--- src/hw/rsm_pkg.sv ---
// Purpose: shared constants and types for the reset source monitor
// Assumes: core_clk at 25 MHz is the system clock of the device
// Notes: the clock-loss count derives from its printed time and the clock period
package rsm_pkg;

  // ---------------------------------------------------------------
  // timing
  // ---------------------------------------------------------------
  localparam int unsigned CLK_PERIOD_NS = 40;
  localparam int unsigned LOSS_TIME_US = 100;
  // least time, so round up to whole cycles
  localparam int unsigned LOSS_CYC = (LOSS_TIME_US * 1000 + CLK_PERIOD_NS - 1) / CLK_PERIOD_NS;
  localparam int unsigned LOSS_CNT_W = 12;
  localparam logic [LOSS_CNT_W-1:0] LOSS_LAST = LOSS_CNT_W'(LOSS_CYC - 1);
  localparam int unsigned WDT_DIV = 12;
  localparam logic [3:0] WDT_PRE_LAST = 4'(WDT_DIV - 1);
  localparam int unsigned WDT_W = 8;
  localparam int unsigned RST_HOLD_CYC = 16;
  localparam int unsigned HOLD_W = 5;
  localparam logic [HOLD_W-1:0] HOLD_LAST = HOLD_W'(RST_HOLD_CYC - 1);

  // ---------------------------------------------------------------
  // reset cause register layout and reset values
  // ---------------------------------------------------------------
  localparam int unsigned CAUSE_W = 8;
  localparam int unsigned CAUSE_LOSS_BIT = 2;
  localparam int unsigned CAUSE_CMP_BIT = 5;
  localparam int unsigned CAUSE_WDT_BIT = 5;
  localparam int unsigned CAUSE_FLASH_BIT = 6;
  localparam logic [CAUSE_W-1:0] CAUSE_RST = 8'h00;
  localparam logic LOSS_EN_RST = 1'h0;
  localparam logic CMP_ARM_RST = 1'h0;
  localparam logic WDT_EN_RST = 1'h1;
  localparam int unsigned ADDR_W = 16;

  typedef enum logic [1:0] {
    RSM_RUN = 2'b00,
    RSM_HOLD = 2'b01,
    RSM_WAIT = 2'b10
  } rsm_seq_t;

endpackage

--- src/hw/rsm_clk_loss.sv ---
// Purpose: clock-loss one-shot watching the system clock pin
// Assumes: mon_in is asynchronous to core_clk
// Notes: fires a one-cycle pulse after LOSS_CYC cycles without a level change
`timescale 1ns/100ps
module rsm_clk_loss (
  input wire logic core_clk,
  input wire logic srst,
  input wire logic ce,
  input wire logic mon_in,
  input wire logic enable,
  output logic timeout_q
);
  logic s1_q, s2_q, s3_q, level_q;
  logic [rsm_pkg::LOSS_CNT_W-1:0] cnt_q;
  logic change;

  // ---------------------------------------------------------------
  // three-stage synchroniser, change counted once stages 2 and 3 agree
  // ---------------------------------------------------------------
  always_ff @(posedge core_clk) begin
    if (srst) begin
      s1_q <= 1'h0;
      s2_q <= 1'h0;
      s3_q <= 1'h0;
      level_q <= 1'h0;
    end else if (ce) begin
      s1_q <= mon_in;
      s2_q <= s1_q;
      s3_q <= s2_q;
      if (s2_q == s3_q) begin
        level_q <= s3_q;
      end
    end
  end

  assign change = (s2_q == s3_q) && (s3_q != level_q);

  // ---------------------------------------------------------------
  // stuck-level counter
  // ---------------------------------------------------------------
  always_ff @(posedge core_clk) begin
    if (srst) begin
      cnt_q <= '0;
      timeout_q <= 1'h0;
    end else if (ce) begin
      timeout_q <= 1'h0;
      if (!enable || change) begin
        cnt_q <= '0;
      end else if (cnt_q == rsm_pkg::LOSS_LAST) begin
        cnt_q <= '0;
        timeout_q <= 1'h1;
      end else begin
        cnt_q <= cnt_q + 1'b1;
      end
    end
  end
endmodule

--- src/hw/rsm_watchdog.sv ---
// Purpose: watchdog counting system clock divided by 12
// Assumes: kick, stop and start are one-cycle pulses from the core
// Notes: freezes without losing state while hold is high
`timescale 1ns/100ps
module rsm_watchdog (
  input wire logic core_clk,
  input wire logic srst,
  input wire logic ce,
  input wire logic sys_rst,
  input wire logic hold,
  input wire logic start,
  input wire logic stop,
  input wire logic kick,
  input wire logic [rsm_pkg::WDT_W-1:0] limit,
  output logic en_q,
  output logic expire_q
);
  logic [3:0] pre_q;
  logic [rsm_pkg::WDT_W-1:0] cnt_q;
  logic tick;

  assign tick = (pre_q == rsm_pkg::WDT_PRE_LAST);

  // ---------------------------------------------------------------
  // enable: always back on after any reset
  // ---------------------------------------------------------------
  always_ff @(posedge core_clk) begin
    if (srst) begin
      en_q <= rsm_pkg::WDT_EN_RST;
    end else if (ce) begin
      if (sys_rst) begin
        en_q <= 1'h1;
      end else if (stop) begin
        en_q <= 1'h0;
      end else if (start) begin
        en_q <= 1'h1;
      end
    end
  end

  // ---------------------------------------------------------------
  // prescaler and timeout counter
  // ---------------------------------------------------------------
  always_ff @(posedge core_clk) begin
    if (srst) begin
      pre_q <= '0;
      cnt_q <= '0;
      expire_q <= 1'h0;
    end else if (ce) begin
      expire_q <= 1'h0;
      if (sys_rst || kick || !en_q) begin
        pre_q <= '0;
        cnt_q <= '0;
      end else if (!hold) begin
        pre_q <= tick ? 4'h0 : pre_q + 4'h1;
        if (tick) begin
          if (cnt_q == limit) begin
            cnt_q <= '0;
            expire_q <= 1'h1;
          end else begin
            cnt_q <= cnt_q + 1'b1;
          end
        end
      end
    end
  end
endmodule

--- src/hw/rsm_top.sv ---
// Purpose: gathers internal reset causes into one system reset and records the cause
// Assumes: core_clk is the system clock; mode and flash strobes are on the same clock
// Notes: the block never drives the external reset pin; srst is power-on only
`timescale 1ns/100ps

// Behaviour
// - Clock input stuck high or low beyond 100 us raises a system reset.
// - Cause bit 2 reads 1 after a clock-loss reset, else 0.
// - Writing bit 2 enables or disables the clock-loss detector.
// - Clock-loss reset is off in suspend or sleep; setting returns on exit.
// - Writing 1 to bit 5 arms the comparator reset.
// - Armed comparator holds reset while its output is low.
// - Cause bit 5 reads 1 after a comparator or watchdog reset, else 0.
// - Comparator reset stays live in low power if it is a wake source.
// - Watchdog comes up enabled after every reset, ticking every 12 clocks.
// - Watchdog expiry resets the device and sets cause bit 5.
// - Watchdog reset is off in suspend or sleep; setting returns on exit.
// - Flash write enabled data write above the lock byte resets.
// - Code-space read above the lock byte resets.
// - Branch fetch above the lock byte resets.
// - Flash access forbidden by security settings resets.
// - Flash write or erase with supply monitor off resets.
// - Cause bit 6 is set after a flash error reset.
// - Internal resets never touch the external reset pin.
module rsm_top (
  input wire logic core_clk,
  input wire logic srst,
  input wire logic ce,
  input wire logic system_clock,
  input wire logic suspend_mode,
  input wire logic sleep_mode,
  input wire logic comparator_out,
  input wire logic cmp_wake_en,
  input wire logic cause_wr,
  input wire logic [rsm_pkg::CAUSE_W-1:0] cause_wdata,
  input wire logic wdt_start,
  input wire logic wdt_stop,
  input wire logic wdt_kick,
  input wire logic [rsm_pkg::WDT_W-1:0] wdt_limit,
  input wire logic flash_write_enable,
  input wire logic data_space_move_wr,
  input wire logic code_space_read,
  input wire logic branch_fetch,
  input wire logic [rsm_pkg::ADDR_W-1:0] access_addr,
  input wire logic [rsm_pkg::ADDR_W-1:0] lock_byte_addr,
  input wire logic flash_sec_violation,
  input wire logic flash_wr_erase,
  input wire logic supply_mon_en,
  output logic sys_rst_q,
  output logic [rsm_pkg::CAUSE_W-1:0] reset_cause_register_q,
  output logic clock_loss_en_q,
  output logic cmp_arm_q,
  output logic wdt_en_q
);
  logic low_power;
  logic loss_en_eff;
  logic loss_fire;
  logic wdt_fire;
  logic c1_q, c2_q, c3_q, cmp_level_q;
  logic cmp_req;
  logic above_lock;
  logic flash_err;
  logic any_req;
  logic [rsm_pkg::CAUSE_W-1:0] new_cause;
  rsm_pkg::rsm_seq_t seq_q;
  logic [rsm_pkg::HOLD_W-1:0] hold_q;

  // ---------------------------------------------------------------
  // low-power gating
  // ---------------------------------------------------------------
  assign low_power = suspend_mode | sleep_mode;
  // the stored enable is untouched, so leaving low power restores it
  assign loss_en_eff = clock_loss_en_q & ~low_power;

  // ---------------------------------------------------------------
  // software control of the cause register
  // ---------------------------------------------------------------
  // writes configure, they never clear recorded causes
  always_ff @(posedge core_clk) begin
    if (srst) begin
      clock_loss_en_q <= rsm_pkg::LOSS_EN_RST;
    end else if (ce && cause_wr) begin
      clock_loss_en_q <= cause_wdata[rsm_pkg::CAUSE_LOSS_BIT];
    end
  end

  // arming survives internal resets so a low comparator keeps the part held
  always_ff @(posedge core_clk) begin
    if (srst) begin
      cmp_arm_q <= rsm_pkg::CMP_ARM_RST;
    end else if (ce && cause_wr) begin
      cmp_arm_q <= cause_wdata[rsm_pkg::CAUSE_CMP_BIT];
    end
  end

  // ---------------------------------------------------------------
  // clock-loss detector and watchdog
  // ---------------------------------------------------------------
  rsm_clk_loss u_loss (
    .core_clk(core_clk),
    .srst(srst),
    .ce(ce),
    .mon_in(system_clock),
    .enable(loss_en_eff),
    .timeout_q(loss_fire)
  );

  rsm_watchdog u_wdt (
    .core_clk(core_clk),
    .srst(srst),
    .ce(ce),
    .sys_rst(sys_rst_q),
    .hold(low_power),
    .start(wdt_start),
    .stop(wdt_stop),
    .kick(wdt_kick),
    .limit(wdt_limit),
    .en_q(wdt_en_q),
    .expire_q(wdt_fire)
  );

  // ---------------------------------------------------------------
  // comparator output synchroniser
  // ---------------------------------------------------------------
  // the analogue output chatters near its threshold; a level only counts
  // once two stages agree, which also filters single-cycle glitches
  always_ff @(posedge core_clk) begin
    if (srst) begin
      c1_q <= 1'h1;
      c2_q <= 1'h1;
      c3_q <= 1'h1;
      cmp_level_q <= 1'h1;
    end else if (ce) begin
      c1_q <= comparator_out;
      c2_q <= c1_q;
      c3_q <= c2_q;
      if (c2_q == c3_q) begin
        cmp_level_q <= c3_q;
      end
    end
  end

  // active low; in low power only while it is also a wake source
  assign cmp_req = cmp_arm_q & ~cmp_level_q & (~low_power | cmp_wake_en);

  // ---------------------------------------------------------------
  // flash error detection
  // ---------------------------------------------------------------
  assign above_lock = access_addr > lock_byte_addr;
  assign flash_err = (flash_write_enable & data_space_move_wr & above_lock)
                   | (code_space_read & above_lock)
                   | (branch_fetch & above_lock)
                   | flash_sec_violation
                   | (flash_wr_erase & ~supply_mon_en);

  // ---------------------------------------------------------------
  // cause collection
  // ---------------------------------------------------------------
  always_comb begin
    new_cause = '0;
    new_cause[rsm_pkg::CAUSE_LOSS_BIT] = loss_fire;
    new_cause[rsm_pkg::CAUSE_CMP_BIT] = cmp_req | wdt_fire;
    new_cause[rsm_pkg::CAUSE_FLASH_BIT] = flash_err;
  end

  assign any_req = |new_cause;

  // a fresh reset replaces the old cause; causes during a reset accumulate
  always_ff @(posedge core_clk) begin
    if (srst) begin
      reset_cause_register_q <= rsm_pkg::CAUSE_RST;
    end else if (ce && any_req) begin
      if (seq_q == rsm_pkg::RSM_RUN) begin
        reset_cause_register_q <= new_cause;
      end else begin
        reset_cause_register_q <= reset_cause_register_q | new_cause;
      end
    end
  end

  // ---------------------------------------------------------------
  // reset sequencer
  // ---------------------------------------------------------------
  // sys_rst_q goes only to the core; there is no path to the reset pin
  always_ff @(posedge core_clk) begin
    if (srst) begin
      seq_q <= rsm_pkg::RSM_RUN;
      hold_q <= '0;
      sys_rst_q <= 1'h0;
    end else if (ce) begin
      case (seq_q)
        rsm_pkg::RSM_RUN: begin
          if (any_req) begin
            seq_q <= rsm_pkg::RSM_HOLD;
            hold_q <= rsm_pkg::HOLD_LAST;
            sys_rst_q <= 1'h1;
          end
        end
        rsm_pkg::RSM_HOLD: begin
          if (hold_q != '0) begin
            hold_q <= hold_q - 1'b1;
          end else if (any_req) begin
            seq_q <= rsm_pkg::RSM_WAIT;
          end else begin
            seq_q <= rsm_pkg::RSM_RUN;
            sys_rst_q <= 1'h0;
          end
        end
        rsm_pkg::RSM_WAIT: begin
          if (!any_req) begin
            seq_q <= rsm_pkg::RSM_RUN;
            sys_rst_q <= 1'h0;
          end
        end
        default: begin
          seq_q <= rsm_pkg::RSM_RUN;
          sys_rst_q <= 1'h0;
        end
      endcase
    end
  end
endmodule

--- config.mk ---
export PLATFORM = sky130hd
export DESIGN_NAME = rsm_top
export DESIGN_NICKNAME = d
export VERILOG_FILES = /design/src/hw/rsm_pkg.sv /design/src/hw/rsm_clk_loss.sv /design/src/hw/rsm_watchdog.sv /design/src/hw/rsm_top.sv
export SDC_FILE = /design/constraint.sdc
export NUM_CORES = 1
export LEC_CHECK = 0
export BUFFER_PORTS_ARGS = -buffer_cell sky130_fd_sc_hd__buf_2
export CAP_MARGIN = 10
export CORE_UTILIZATION = 53
export CTS_BUF_LIST = sky130_fd_sc_hd__clkbuf_16
export DETAILED_ROUTE_END_ITERATION = 10
export PLACE_DENSITY_LB_ADDON = 0.25
export SLEW_MARGIN = 20
export SYNTH_ARGS = -nofsm -noshare
export SYNTH_HDL_FRONTEND = slang
export SYNTH_SLANG_ARGS = --single-unit
--- constraint.sdc ---
create_clock -name core_clk -period 2.8 [get_ports core_clk]
set_input_delay 0.7 -clock core_clk [delete_from_list [all_inputs] [get_ports core_clk]]
set_output_delay 0.7 -clock core_clk [all_outputs]
set_load 0.01 [all_outputs]
==> flow_metrics.tcl <==
set metrics [dict create \
    status "finished clean" \
    cts_buffer_depth 2 \
    grt_usage_pct 21.5 \
    rows 26 \
    crit_top_cell "o211a_1" \
    grt_overflow 0 \
    wire_per_inst_um 11.9 \
    grt_pass1_wl_um 9270 \
    ff2ff_setup_slack_ns 0.86 \
    grt_max_degree 26 \
    r2r-end "hold_q[4]$_SDFFE_PP0P_" \
    coreArea_mm2 0.00514 \
    muxShareOfSynthArea_pct 2.51 \
    synthXorXnorAreaFrac_pct 8.31 \
    maxSlewViolCount 0 \
    worstPathArrival_ns 2.74 \
    power_density_mw_per_mm2 487 \
    drc 0 \
    fin_ws_ns 0.242 \
    max_slew.worst_pin.slew_ns 0.532 \
    clock_skew_ns 0.00468 \
    peakVddDrop_mv 0.302 \
    diodes 0 \
    fillCellCount 461 \
    final_util_pct 66.3 \
    synth-simple-area-share_pct 23.3 \
    firstDrtPassIters 4 \
    io-pin-count 79 \
    finalHoldViolations 0 \
    synth_top_family_by_area "simple AND/OR/NAND/NOR gates" \
    antenna_found_initial 0 \
    dp.final_hpwl_um 4490 \
    cp_slowest_cell "or3_2" \
    critical-path-max-stage-delay_ns 0.50 \
    root_buffer "clkbuf_16" \
    cts_tree "yes" \
    syn_to_final_growth_pct 19.6 \
    htree_levels 2 \
    syn_area_per_cell_um2 8.09 \
    netlist_instances 352 \
    die_y_um 75.3 \
    synth_flop_cell "dfxtp_1" \
    numPortBuffers 67 \
    setup-violations-final 0 \
    leakagePower_nw 1.54 \
    synth_warnings 0 \
    grt_pass1_vias 2243 \
    cts.hold.buffers_added 0 \
    clk_pin_slew_ns 0.06 \
    ys_seq_area_share_pct 33.8 \
    cp-start-kind "input pin" \
    reg2reg_depth 7 \
    drt-total-wl_um 5870 \
    start_util_pct 55.4 \
    ys_types 50 \
    slew_headroom_pct 64.5 \
    avgViaCountPerCell 5.16 \
    post_cts_buffers 0 \
    dpl_cell_area_mm2 0.00327 \
    drive_gt1_share_pct 20.7 \
    finalCriticalPeriod_ns 2.56 \
    r2r-start "seq_q[1]$_SDFFE_PP0P_" \
    cts_resized 0 \
    hold_class "reg2reg" \
    worstHoldEndpoint "c3_q$_SDFFE_PP1P_" \
    preCtsSetupSlack_ns -0.0457 \
    endpoint_kind "flip-flop" \
    max-cap-violations 0 \
    final_cell_area_mm2 0.00341 \
    synth_edf_count 0 \
    die_width_um 75.3 \
    cp_cell_sequence "buf_2 > inv_1 > ha_1 > nand4_2 > nor2_2 > nand4_1 > o211a_1 > o211a_4 > or3_2 > o211a_1" \
    synth-seq-cells 48 \
    rsz0062_at_grt "false" \
    cts_buffers 5 \
    hold_depth 2 \
    async_reset_ff_share_pct 0 \
    cts.sink_count 48 \
    worst-path-max-fanout 4 \
    gp_congestion 0.852 \
    crit_type "in2reg" \
    cp.required_ns 2.98 \
    fin_crit_sh_pct 91.3 \
    synth_compound_area_share_pct 14.3 \
    antenna_left 0 \
    syn_area_mm2 0.00285 \
    worstHoldStart "c3_q$_SDFFE_PP1P_" \
    fmax_ghz 0.391 \
    vias 2552 \
    yosys.area_share.adder_pct 11.0 \
    drt_iter0_markers 100 \
    layout.nets 516 \
    die_area_mm2 0.00567 \
    clock_latency_ns 0.28 \
]
==> worst max path at each step <==
stage | from | end | slack (ns)
after global routing | lock_byte_addr[15] | hold_q[1]$_SDFFE_PP0P_ | 0.12
after global placement | lock_byte_addr[15] | hold_q[4]$_SDFFE_PP0P_ | -0.004
final | lock_byte_addr[15] | hold_q[4]$_SDFFE_PP0P_ | 0.24
after detailed placement | lock_byte_addr[15] | hold_q[4]$_SDFFE_PP0P_ | -0.05
after floorplan | lock_byte_addr[15] | seq_q[0]$_SDFFE_PP0P_ | 0.17
after CTS | lock_byte_addr[15] | hold_q[4]$_SDFFE_PP0P_ | 0.24
==> cell families (layout without fill, tap and decap cells) <==
logic type                 count (synthesis)  count (layout)
adders and majority gates                 25              25
muxes                                      7               7
xor gates and xnor gates                  27              27
other                                      1               5
buffers and inverters                     46             115
and+or+nand+nor                          134             134
DFF                                       48              48
AOI/OAI and AO/OA                         64              64
==> per-stage QoR <==
stage / hold WS [ns] / power (mW) / std cells / setup TNS [ns]
2_1_floorplan: 0.430 / 1.00 / 356 / 0
3_3_place_gp: 0.445 / 1.10 / 487 / -0.00355
3_5_place_dp: 0.448 / 1.11 / 487 / -0.0937
4_1_cts: 0.458 / 1.67 / 495 / 0
5_1_grt: 0.484 / 1.75 / 495 / 0
6_report: 0.458 / 1.66 / 495 / 0
==> cell usage after synthesis, drive strengths merged, types with 2 or more instances <==
master | count | area (um^2)
buf | 7 | 45.1
ha | 25 | 313
nand2 | 37 | 139
or3 | 3 | 20.0
xor2 | 13 | 114
nor4b | 2 | 17.5
and4 | 2 | 17.5
o211a | 3 | 37.5
nor2b | 3 | 18.8
mux2i | 6 | 60.1
dfxtp | 48 | 961
nand2b | 4 | 25.0
o21ai | 16 | 80.1
and3 | 4 | 25.0
nor2 | 37 | 141
nand3 | 12 | 60.1
xnor2 | 14 | 123
a31o | 2 | 17.5
clkbuf | 6 | 22.5
nand3b | 3 | 22.5
a221oi | 2 | 17.5
inv | 33 | 124
nor3b | 2 | 15.0
nand4 | 14 | 93.8
a21oi | 25 | 125
nor3 | 6 | 30.0
a31oi | 5 | 31.3
==> placed cells by master (no fill, tap or decap), types with 3 or more instances in the layout <==
master     netlist  layout
nand2b_1         4       4
buf_4            5       7
dfxtp_1         48      48
conb_1           1       5
o21ai_0         16      16
xnor2_1         14      14
ha_1            25      25
a31oi_1          5       5
nand2_1         37      37
nand3_1         12      12
inv_1           33      35
nor3_1           6       6
buf_2            0      67
clkbuf_16        0       5
nor2_1          36      36
nand3b_1         3       3
and3_1           4       4
nor2b_1          3       3
xor2_1          13      13
nand4_1         13      13
a21oi_1         25      25
mux2i_1          6       6
==> metal layers <==
metal | track usage (%) | wire length (um) | vias up
li1 | - | - | 1350
met1 | 24.2 | 2660 | 1131
met2 | 38.7 | 2840 | 62
met3 | 4.95 | 295 | 9
met4 | 9.26 | 77 | 0
met5 | 0 | 0 | -
==> final cells by class <==
class	instances	area [um^2]	share of cell area, %
multi-input cells	262	1710	50.2
clock buffers	5	125	3.67
flip-flops and latches	48	961	28.2
repair buffers	74	388	11.4
inverters	33	124	3.64
clock inverters	3	11.3	0.331
well taps	70	87.6	2.57
==> critical path: cells and delay by family <==
kind | cells | cell delay, ns
buffers and inverters | 2 | 0.11
AOI/OAI and AO/OA | 3 | 0.69
and+or+nand+nor | 4 | 0.93
adders and majority gates | 1 | 0.31
==> report_power, final <==
group	switching (mW)	total, mW	leakage (nW)	internal [mW]
Clock	0.239	0.560	0.0738	0.321
Sequential	0.0323	0.750	0.390	0.718
Combinational	0.187	0.350	1.07	0.163
==> sequential cells by signal, summed over array words and instances (netlist names) <==
signal	cells
u_loss.cnt_q	12
u_wdt.cnt_q	8
hold_q	5
u_wdt.pre_q	4
reset_cause_register_q	3
seq_q	2
c1_q	1
c2_q	1
c3_q	1
clock_loss_en_q	1
cmp_arm_q	1
cmp_level_q	1
sys_rst_q	1
u_loss.level_q	1
u_loss.s1_q	1
u_loss.s2_q	1
u_loss.s3_q	1
u_loss.timeout_q	1
u_wdt.en_q	1
u_wdt.expire_q	1
(Power assumes the default switching activity.)
